<file path="src/bil_consts.vh">
// constants for the boot image loader with crc check
// assumes a 100 MHz ref_clk and byte-wide boot stream
// Functional notes
// image opens with 32-bit word count, then that many 4-byte program words
// length and check word are assembled least significant byte first
// check word follows program; 0x0d15ab1e skips crc verification
// program words go to ram from lowest address upward
// after loading, execution starts at lowest ram address
// crc covers length bytes then program bytes, not the check word
// crc uses reflected polynomial 0xedb88320 per byte
// crc accumulator preset to all ones before first length byte
// accumulator inverted after last program byte, compared with check word
// otp is four sectors of 512 rows of 32 bits
// security register loaded from otp at power-up first
// remaining otp copied to sram and run before any other program
// crc mismatch with check enabled: do not start, flag boot error
`ifndef BIL_CONSTS_VH
`define BIL_CONSTS_VH
`define BIL_CRC_POLY     32'hedb88320
`define BIL_CRC_PRESET   32'hffffffff
`define BIL_NO_CRC_MAGIC 32'h0d15ab1e
`define BIL_OTP_SECTORS  4
`define BIL_OTP_ROWS     512
`define BIL_OTP_WIDTH    32
`define BIL_SEC_ROW      11'h000
`define BIL_RAM_BASE     20'h00000
`define BIL_FIFO_DEPTH   16
`endif

</file>
<file path="src/bil_fifo.v">
// synchronous fifo with valid/ready on both sides
// assumes one clock, synchronous active-high reset
`timescale 1ns/10ps
module bil_fifo #(
   parameter WIDTH = 8,
   parameter DEPTH = 16,
   parameter AW    = 4
) (
   input  wire             ref_clk,
   input  wire             rst,
   input  wire [WIDTH-1:0] in_data,
   input  wire             in_valid,
   output wire             in_ready,
   output wire [WIDTH-1:0] out_data,
   output wire             out_valid,
   input  wire             out_ready
);
   reg [WIDTH-1:0] mem [0:DEPTH-1];
   reg [AW-1:0]    wr_q;
   reg [AW-1:0]    rd_q;
   reg [AW:0]      cnt_q;
   wire            push;
   wire            pop;

   assign in_ready  = (cnt_q != DEPTH[AW:0]);
   assign out_valid = (cnt_q != {(AW+1){1'b0}});
   assign out_data  = mem[rd_q];
   assign push      = in_valid & in_ready;
   assign pop       = out_valid & out_ready;

   always @(posedge ref_clk) begin
      if (push)
         mem[wr_q] <= in_data;
   end

   always @(posedge ref_clk) begin
      if (rst) begin
         wr_q  <= {AW{1'b0}};
         rd_q  <= {AW{1'b0}};
         cnt_q <= {(AW+1){1'b0}};
      end else begin
         if (push)
            wr_q <= (wr_q == DEPTH[AW-1:0] - 1'b1) ? {AW{1'b0}} : wr_q + 1'b1;
         if (pop)
            rd_q <= (rd_q == DEPTH[AW-1:0] - 1'b1) ? {AW{1'b0}} : rd_q + 1'b1;
         if (push & ~pop)
            cnt_q <= cnt_q + 1'b1;
         else if (pop & ~push)
            cnt_q <= cnt_q - 1'b1;
      end
   end
endmodule

</file>
<file path="src/bil_loader.v">
// boot loader: otp copy at power-up, then byte-stream image load with crc
// assumes otp and ram are synchronous memories with one-cycle read data,
// and the processor starts only on exec_start
`timescale 1ns/10ps
`include "bil_consts.vh"
module bil_loader #(
   parameter RAM_AW = 20,
   parameter OTP_AW = 11
) (
   input  wire              ref_clk,
   input  wire              rst,
   input  wire [7:0]        src_data,
   input  wire              src_valid,
   output wire              src_ready,
   output reg  [OTP_AW-1:0] otp_addr_q,
   output reg               otp_rd_q,
   input  wire [31:0]       otp_rdata,
   output reg  [31:0]       sec_cfg_q,
   output reg               sec_valid_q,
   output reg  [RAM_AW-1:0] ram_addr_q,
   output reg  [31:0]       ram_wdata_q,
   output reg               ram_we_q,
   output reg               exec_start_q,
   output reg  [RAM_AW-1:0] exec_addr_q,
   output reg               otp_code_q,
   output reg               boot_err_q,
   output reg               boot_done_q,
   output reg               crc_skip_q
);
   localparam OTP_ROWS = `BIL_OTP_SECTORS * `BIL_OTP_ROWS;

   // otp copy states first, then stream load states
   localparam S_SEC   = 3'd0;
   localparam S_OTP   = 3'd1;
   localparam S_OTPX  = 3'd2;
   localparam S_LEN   = 3'd3;
   localparam S_PROG  = 3'd4;
   localparam S_CHK   = 3'd5;
   localparam S_DONE  = 3'd6;
   localparam S_FAIL  = 3'd7;

   reg  [2:0]        st_q;
   reg  [31:0]       crc_q;
   reg  [31:0]       sh_q;
   reg  [1:0]        bcnt_q;
   reg  [31:0]       words_q;
   reg  [OTP_AW:0]   orow_q;
   reg               orow_vld_q;
   wire [7:0]        f_data;
   wire              f_valid;
   wire              f_take;
   wire [31:0]       crc_nx;
   wire [31:0]       word_nx;
   wire              otp_idle;
   wire              otp_data_rdy;
   reg  [31:0]       c;
   integer           i;

   // bytes arriving during the otp copy wait here;
   // the source stalls once the fifo is full
   bil_fifo #(
      .WIDTH (8),
      .DEPTH (`BIL_FIFO_DEPTH),
      .AW    (4)
   ) u_fifo (
      .ref_clk   (ref_clk),
      .rst       (rst),
      .in_data   (src_data),
      .in_valid  (src_valid),
      .in_ready  (src_ready),
      .out_data  (f_data),
      .out_valid (f_valid),
      .out_ready (f_take)
   );

   // stream is drained only while loading; in the otp phase the source stalls once the fifo fills
   assign f_take = f_valid & ((st_q == S_LEN) | (st_q == S_PROG) |
                              (st_q == S_CHK));

   // otp read data is valid the cycle after the read pulse
   assign otp_idle     = ~orow_vld_q & ~otp_rd_q;
   assign otp_data_rdy = orow_vld_q & ~otp_rd_q;

   // bytewise reflected crc
   always @* begin
      c = crc_q ^ {24'h000000, f_data};
      for (i = 0; i < 8; i = i + 1) begin
         c = c[0] ? ((c >> 1) ^ `BIL_CRC_POLY) : (c >> 1);
      end
   end
   assign crc_nx  = c;
   assign word_nx = {f_data, sh_q[31:8]}; // lsb first

   always @(posedge ref_clk) begin
      if (rst) begin
         st_q         <= S_SEC;
         crc_q        <= `BIL_CRC_PRESET;
         sh_q         <= 32'h00000000;
         bcnt_q       <= 2'd0;
         words_q      <= 32'h00000000;
         orow_q       <= {(OTP_AW+1){1'b0}};
         orow_vld_q   <= 1'b0;
         otp_addr_q   <= `BIL_SEC_ROW;
         otp_rd_q     <= 1'b0;
         sec_cfg_q    <= 32'h00000000;
         sec_valid_q  <= 1'b0;
         ram_addr_q   <= `BIL_RAM_BASE;
         ram_wdata_q  <= 32'h00000000;
         ram_we_q     <= 1'b0;
         exec_start_q <= 1'b0;
         exec_addr_q  <= `BIL_RAM_BASE;
         otp_code_q   <= 1'b0;
         boot_err_q   <= 1'b0;
         boot_done_q  <= 1'b0;
         crc_skip_q   <= 1'b0;
      end else begin
         ram_we_q     <= 1'b0;
         exec_start_q <= 1'b0;
         otp_rd_q     <= 1'b0;
         case (st_q)
            S_SEC: begin
               // security row read first, before anything runs
               if (otp_idle) begin
                  otp_rd_q   <= 1'b1;
                  otp_addr_q <= `BIL_SEC_ROW;
                  orow_vld_q <= 1'b1;
               end else if (otp_data_rdy) begin
                  sec_cfg_q   <= otp_rdata;
                  sec_valid_q <= 1'b1;
                  orow_vld_q  <= 1'b0;
                  orow_q      <= {{OTP_AW{1'b0}}, 1'b1};
                  ram_addr_q  <= `BIL_RAM_BASE;
                  st_q        <= S_OTP;
               end
            end
            S_OTP: begin
               // copy remaining rows into sram
               // a row takes three cycles: read, data back, write
               if (ram_we_q)
                  ram_addr_q <= ram_addr_q + 1'b1;
               if (otp_data_rdy) begin
                  ram_wdata_q <= otp_rdata;
                  ram_we_q    <= 1'b1;
                  orow_vld_q  <= 1'b0;
               end
               if (otp_idle) begin
                  if (orow_q == OTP_ROWS[OTP_AW:0]) begin
                     exec_addr_q  <= `BIL_RAM_BASE;
                     exec_start_q <= 1'b1; // otp code runs first
                     otp_code_q   <= 1'b1;
                     st_q         <= S_OTPX;
                  end else begin
                     otp_addr_q <= orow_q[OTP_AW-1:0];
                     otp_rd_q   <= 1'b1;
                     orow_vld_q <= 1'b1;
                     orow_q     <= orow_q + 1'b1;
                  end
               end
            end
            S_OTPX: begin
               // stream crc restarts only after the otp copy has run
               otp_code_q <= 1'b0;
               crc_q      <= `BIL_CRC_PRESET;
               bcnt_q     <= 2'd0;
               ram_addr_q <= `BIL_RAM_BASE;
               st_q       <= S_LEN;
            end
            // zero length skips straight to the check word
            S_LEN: if (f_take) begin
               crc_q  <= crc_nx;
               sh_q   <= word_nx;
               bcnt_q <= bcnt_q + 1'b1;
               if (bcnt_q == 2'd3) begin
                  words_q <= word_nx;
                  st_q    <= (word_nx == 32'h00000000) ? S_CHK : S_PROG;
               end
            end
            S_PROG: begin
               // address steps after each write, ready for the next word
               if (ram_we_q)
                  ram_addr_q <= ram_addr_q + 1'b1;
               if (f_take) begin
                  crc_q  <= crc_nx;
                  sh_q   <= word_nx;
                  bcnt_q <= bcnt_q + 1'b1;
                  if (bcnt_q == 2'd3) begin
                     ram_wdata_q <= word_nx;
                     ram_we_q    <= 1'b1;
                     words_q     <= words_q - 1'b1;
                     if (words_q == 32'h00000001)
                        st_q <= S_CHK;
                  end
               end
            end
            S_CHK: if (f_take) begin
               // check word not folded into crc
               // magic word wins, so a skipped image never flags an error
               sh_q   <= word_nx;
               bcnt_q <= bcnt_q + 1'b1;
               if (bcnt_q == 2'd3) begin
                  if (word_nx == `BIL_NO_CRC_MAGIC) begin
                     crc_skip_q <= 1'b1;
                     st_q       <= S_DONE;
                  end else if (word_nx == ~crc_q) begin
                     st_q <= S_DONE;
                  end else begin
                     boot_err_q <= 1'b1;
                     st_q       <= S_FAIL;
                  end
               end
            end
            // one start pulse; done then holds until reset
            S_DONE: if (!boot_done_q) begin
               boot_done_q  <= 1'b1;
               exec_addr_q  <= `BIL_RAM_BASE;
               exec_start_q <= 1'b1;
            end
            S_FAIL: st_q <= S_FAIL; // held until reset
            default: st_q <= S_FAIL;
         endcase
      end
   end
endmodule

</file>
<file path="config.mk">
export PLATFORM = sky130hd
export DESIGN_NAME = bil_loader
export DESIGN_NICKNAME = d
export VERILOG_FILES = /design/src/bil_fifo.v /design/src/bil_loader.v
export VERILOG_INCLUDE_DIRS = /design/src /design/src/src
export SDC_FILE = /design/constraint.sdc
export NUM_CORES = 1
export LEC_CHECK = 0
export ABC_AREA = 1
export ABC_CLOCK_PERIOD_IN_PS = 3770
export BUFFER_PORTS_ARGS = -buffer_cell sky130_fd_sc_hd__buf_2
export CAP_MARGIN = 10
export CORE_AREA = 2 2 245 247
export DETAILED_ROUTE_END_ITERATION = 12
export DIE_AREA = 0 0 247 249
export SLEW_MARGIN = 20
export SYNTH_ARGS = -nofsm -noshare
export SYNTH_HDL_FRONTEND = slang
export SYNTH_SLANG_ARGS = --single-unit
</file>
<file path="constraint.sdc">
create_clock -name ref_clk -period 3.77 [get_ports ref_clk]
set_clock_uncertainty 0.05 [all_clocks]
set_input_delay 0 -clock ref_clk [delete_from_list [all_inputs] [get_ports ref_clk]]
set_output_delay 0 -clock ref_clk [all_outputs]
set_load 0.01 [all_outputs]
</file>
==> run metrics, run 1 <==
Slew HR 30.2%; Die Area between 0.06 and 0.07 mm2; mapped cell area 0.0174 mm2; Rows 89; initial antenna violation count 0; CTS buffer count 42; Tot GR Track Use about 16%; initial core utilization 29.7%; Initial DRT Pass Iterations 5; Starting DRT DRC Count 1,334; P&R area growth vs syn 18.4%; clock sink count 354; Total Neg Setup Slack 0 ns; H-tree depth 2; number of flops mapped to enable cells by yosys 128; Reg clk slew, reported paths about 0.060 ns; Yosys reg bits 354; peak supply drop 317 uV; via count 15,200; WP data arrival 3.37 ns; crit path time final 2.99 ns; Tightest Pin Transition 1.04 ns; YS warnings 0; Yosys cell types 52; routability cong. 0.935; crit path kind reg2reg; syn_area_per_cell a little under 8 um2; pre-CTS WS about 0.79 ns; clk buf depth 3; Slew Limit Fails 0; power per cell area 677 mW/mm2; vias in the first global route 14,000; Fmax 0.334 GHz; CTS resizes 0; fin crit share 79.4%; Req. time, crit path 4.15 ns; crit start category flip-flop; Port Buffers 146; Die Y 249 um; Post-Synthesis Cells 2,239; hpwl dp 35.1 mm; antenna-violating nets left 0; drc violations 0; worst min path class in2reg; fillers 6,158; proportion of layout cells with a drive suffix above 1 12.4%; Finish-stage setup viols 0; status complete, no violations; crit end category flip-flop; routed len/inst 15.9 um; max_cap viols 0; GRT overflow 0; nets around 2,500; dpl cells roughly 3,100; final instance area 0.0207 mm2; async set-or-reset flop fraction in the synthesized netlist 0%; worst skew pair latency 0.57 ns; Antenna Cells 0; Setup Fix Bufs, Post-CTS 0; first-pass GRT wire length 79.6 mm; CTS tree done; worst-path maximum fanout 24; DR vias/cell around 4.7; Final Util 35.2%; RSZ-0062 raised after global routing no; Synth Flop Type dfxtp_1; Die W 247 um; hold violation total from the final report 0; largest net degree at the start of global routing roughly 80; final worst slack between 0.7 and 0.8 ns; register area share after synthesis 48.0%; non-filler cells, final 3,199; placed inst area 0.0188 mm2; Core ar. approximately 0.059 mm2; leak pwr 8.81 nW; io pins 167; root buf cell clkbuf_16; Hold-fix buffers, CTS 42; total wire length roughly 51 mm
## area by class of cell
cell class	count	area [um2]	area share, %
timing repair buffer	210	1370	6.63
clock inverter	16	188	0.909
tap	773	967	4.68
inverter	227	852	4.13
clock buffer	61	1230	5.98
multi-input combinational	1558	7670	37.2
sequential	354	8370	40.5
## layer usage
metal	share of wire [%]	wire length (um)	track usage [%]
met1	47	23800	22.4
met2	45	22700	25.7
met3	5.5	2820	2.51
met4	2.7	1390	5.49
met5	0	0	0
## sequential cells by signal, summed over array words and instances (netlist names), 2 cells and up, named ones only
register	count
words_q	32
otp_addr_q	11
ram_wdata_q	32
u_fifo.cnt_q	5
orow_q	12
u_fifo.rd_q	4
sec_cfg_q	32
st_q	2
ram_addr_q	20
bcnt_q	2
u_fifo.wr_q	4
u_fifo.mem	128
sh_q	24
crc_q	32
## power breakdown
group / total (mW) / leakage [nW] / switching, mW / internal (mW)
Combinational: 4.96 / 5.12 / 3.32 / 1.64
Sequential: 4.87 / 2.99 / 0.469 / 4.41
Clock: 4.14 / 0.703 / 1.65 / 2.49
## synth_stat cells, drive strengths merged (25+ instances only)
library cell | number | area [um2]
a21oi | 169 | 846
a31oi | 28 | 175
buf | 57 | 392
clkbuf | 62 | 233
dfxtp | 226 | 4520
edfxtp | 128 | 3840
inv | 226 | 848
nand2 | 604 | 2380
nand3 | 178 | 926
nor2 | 180 | 696
nor3 | 25 | 125
o211ai | 25 | 188
o21ai | 162 | 826
xor2 | 54 | 495
## worst paths after layout
check,startpoint,to,slack [ns],depth (start not counted)
worst max register to register,flip-flop,crc_q[26],0.78,19
worst min register to register,sec_valid_q,sec_valid_q,0.40,2
worst max-delay path,flip-flop,crc_q[26],0.78,19
worst min-delay path,otp_rdata[4],ram_wdata_q[4],0.21,4
## critical path, stage by stage (launching register included)
cell,delay [ns]
dfxtp_2,0.33
inv_2,0.31
buf_12,0.22
buf_4,0.19
nand2_1,0.07
nand2_1,0.06
nand2_1,0.05
nand3_1,0.09
nand3_1,0.20
nand2_2,0.23
nand2_1,0.09
nand2_2,0.17
nand2_2,0.09
nand2_4,0.13
xor2_1,0.27
nand2_1,0.08
nand2_1,0.06
nand2_1,0.05
nand2_1,0.06
nand2_1,0.04
## cell usage in the layout, fill, tap and decap left out, drive strengths merged, types with 2 or more instances in the layout
cell type	instances
nand2	604
inv	227
dfxtp	226
nor2	180
nand3	178
a21oi	169
buf	168
o21ai	162
edfxtp	128
clkbuf	61
xor2	54
dlygate4sd3	42
a31oi	28
nor3	25
o211ai	25
conb	20
ha	19
nor4	18
xnor2	17
nand4	17
clkinv	13
nand3b	6
o21bai	6
a211oi	5
o22ai	5
or2	4
bufinv	3
o21a	2
a41oi	2
nand2b	2
## cells by family (layout without fill, tap and decap cells)
kind of cell               count (synthesis)  count (layout)  synth area share, %
AOI/OAI and AO/OA                        410             410                 12.8
other                                      1              20               0.0215
xor gates and xnor gates                  71              71                 3.69
DFF                                      354             354                 48.0
and+or+nand+nor                         1037            1037                 25.6
buffers and inverters                    346             514                 8.46
adders and majority gates                 20              20                 1.48
## per-stage QoR
step	hold WS (ns)	total power, mW
finish	0.212	14.0
global route	0.223	14.9
CTS	0.184	14.0
detailed placement	0.236	9.81
global placement	0.234	9.80
floorplan	0.0489	8.45
(Power assumes the default switching activity.)
==> run 2, diff against run 1 <==
Settings changed: ABC_AREA 1 to 0, ABC_CLOCK_PERIOD_IN_PS 3770 to 2900, CORE_AREA 2 2 245 247 to 2 2 235 237, DIE_AREA 0 0 247 249 to 0 0 237 239.
Clock period 3.77 ns to 2.9 ns, I/O delays scaled along.
==> run metrics, run 2 <==
status finished, violations left; failing checks negative hold slack; peak supply drop between 400 and 500 uV; register area share after synthesis 51.9%; root buf cell clkbuf_16; placed inst area 0.0181 mm2; Synth Flop Type dfxtp_1; WP data arrival 3.25 ns; Slew Limit Fails 0; total wire length 43.6 mm; async set-or-reset flop fraction in the synthesized netlist 0%; crit path kind reg2reg; commonest cells after routing, fill and taps aside nand2_1, dfxtp_1, nor2_1; Largest register FFs 128; worst min path class in2reg; syn_area_per_cell 9.94 um2; power per cell area ~700 mW/mm2; crit end category flip-flop; Rows 86; Slew HR a little under a third; first-pass GRT wire length 67.3 mm; crit path time final 2.87 ns; ranking of synthesized cells by area dfxtp_1, edfxtp_1, nand2_1, a21oi_1, nor2_1; Synth area leader dfxtp_1; leak pwr 7.51 nW; initial core utilization 29.7%; max_cap viols 0; RSZ-0062 raised after global routing yes; P&R area growth vs syn 26.6%; fin crit share 99.0%; worst skew pair latency approximately 0.56 ns; Finish-stage setup viols 0; Tightest Pin Transition 1.02 ns; Final Util between 30% and 40%; routability cong. 0.869; Min Hold Slack -0.00856 ns; Core ar. 0.0543 mm2; vias in the first global route approximately 12,000; Reg clk slew, reported paths 0.06 ns; clock sink count 354; Reg2Reg Setup Slack 0.03 ns; CTS tree done; Yosys reg bits roughly 350; top cell type's share of synthesized area 28.1%; Die W 237 um; most common cell after layout, fill and taps aside nand2_1; drc violations 0; worst-path maximum fanout 6; initial antenna violation count 2; via count 12,800; YS warnings 0; nets 1,936; clk buf depth 3; crit start category flip-flop; number of flops mapped to enable cells by yosys 128; routed len/inst 16.7 um; Fmax between 0.3 and 0.4 GHz; proportion of layout cells with a drive suffix above 1 22.4%; hpwl dp 30.0 mm; Req. time, crit path 3.28 ns; most frequent cells after synthesis nand2_1, dfxtp_1, nor2_1; Yosys cell types 67; Tot GR Track Use 14.8%; H-tree depth 2; GRT overflow 0; Largest Register u_fifo.mem; Die Area 0.0566 mm2; Die Y 239 um; io pins 167; hold violation total from the final report 1; final instance area 0.0204 mm2; mapped cell area 0.0161 mm2; most frequent cell after synthesis nand2_1; Port Buffers around 150; Starting DRT DRC Count 995; Post-Synthesis Cells 1,623; largest net degree at the start of global routing 153; Total Power 14.6 mW; antenna-violating nets left 0; DR vias/cell between 4 and 5; CTS buffer count 40; Initial DRT Pass Iterations 5
## run 2: cell count changes after synthesis, moves of 23 or more
cell      before  now
nand2_1      570  252
inv_1        217   17
nand3_1      171   36
o21ai_0      147   50
xnor2_1       17   66
a311oi_1       0   28
nand2_2       28    0
o211ai_1      25    2
## run 2: per-layer routing
layer | global-route usage, % | routed length, um
met5 | 0 | 11
met4 | 4.49 | 1100
met3 | 2.51 | 2040
met2 | 26.1 | 21500
met1 | 18.4 | 19000
## run 2: where the power goes
part / switching, mW / leakage, nW / internal, mW / total [mW]
registers: 0.224 / 2.99 / 5.47 / 5.69
logic: 1.98 / 3.85 / 1.62 / 3.60
clock network: 2.13 / 0.675 / 3.16 / 5.29
## run 2: kinds of logic (layout without fill, tap and decap cells)
logic type | count (synthesis) | in the layout | synth area share, %
AND/OR/NAND/NOR | 617 | 617 | 16.6
XOR/XNOR | 131 | 131 | 8.07
multiplexers | 57 | 57 | 6.66
buffers and inverters | 139 | 401 | 4.06
flip-flops | 354 | 354 | 51.9
AO/OA/AOI/OAI | 304 | 304 | 11.1
other | 1 | 21 | 0.0232
adder cells (fa/ha/maj) | 20 | 20 | 1.60
## run 2: layout make-up
| class | count | area (um2) |
|---|---|---|
| antenna | 1 | 2.50 |
| clock buffer | 50 | 1100 |
| clock inverter | 23 | 285 |
| fill | 5230 | 33900 |
| inverter | 19 | 73.8 |
| multi-input combinational | 1149 | 7430 |
| sequential | 354 | 8380 |
| tap | 704 | 881 |
| timing repair buffer | 309 | 2270 |
## run 2: worst max-delay path, stage by stage, from the launching register on
cell,delay [ns]
dfxtp_4,0.41
mux4_1,0.59
mux4_2,0.57
xnor2_4,0.19
buf_12,0.14
xnor2_4,0.23
xor2_2,0.20
xnor2_1,0.15
xnor2_1,0.13
a21oi_1,0.08
## run 2: path summary, 6_finish.rpt
kind	from	endpoint	cells past startpoint
setup reg to reg	flip-flop	crc_q[19]	9
hold / removal	src_valid	u_fifo.wr_q[1]	5
hold reg to reg	otp_addr_q[5]	otp_addr_q[5]	2
setup / recovery	flip-flop	crc_q[19]	9
## run 2: per-stage QoR
step	instances	TNS (ns)	setup slack, ns
floorplan	1642	-0.0375	-0.0375
global placement	2469	-0.175	-0.0732
detailed placement	2469	-1.58	-0.161
CTS	2583	0	0.00134
global route	2609	-0.426	-0.0526
finish	2609	0	0.0287
## run 2: repair_timing
action                                  4_1_cts  5_1_grt
gates resized for setup                       7       58
hold buffers                                 41        0
endpoints found under the setup margin       27       32
pin swaps                                     1       25
gates cloned                                  0        2
setup buffers                                 0       23
hold endpoints to repair                    217        0
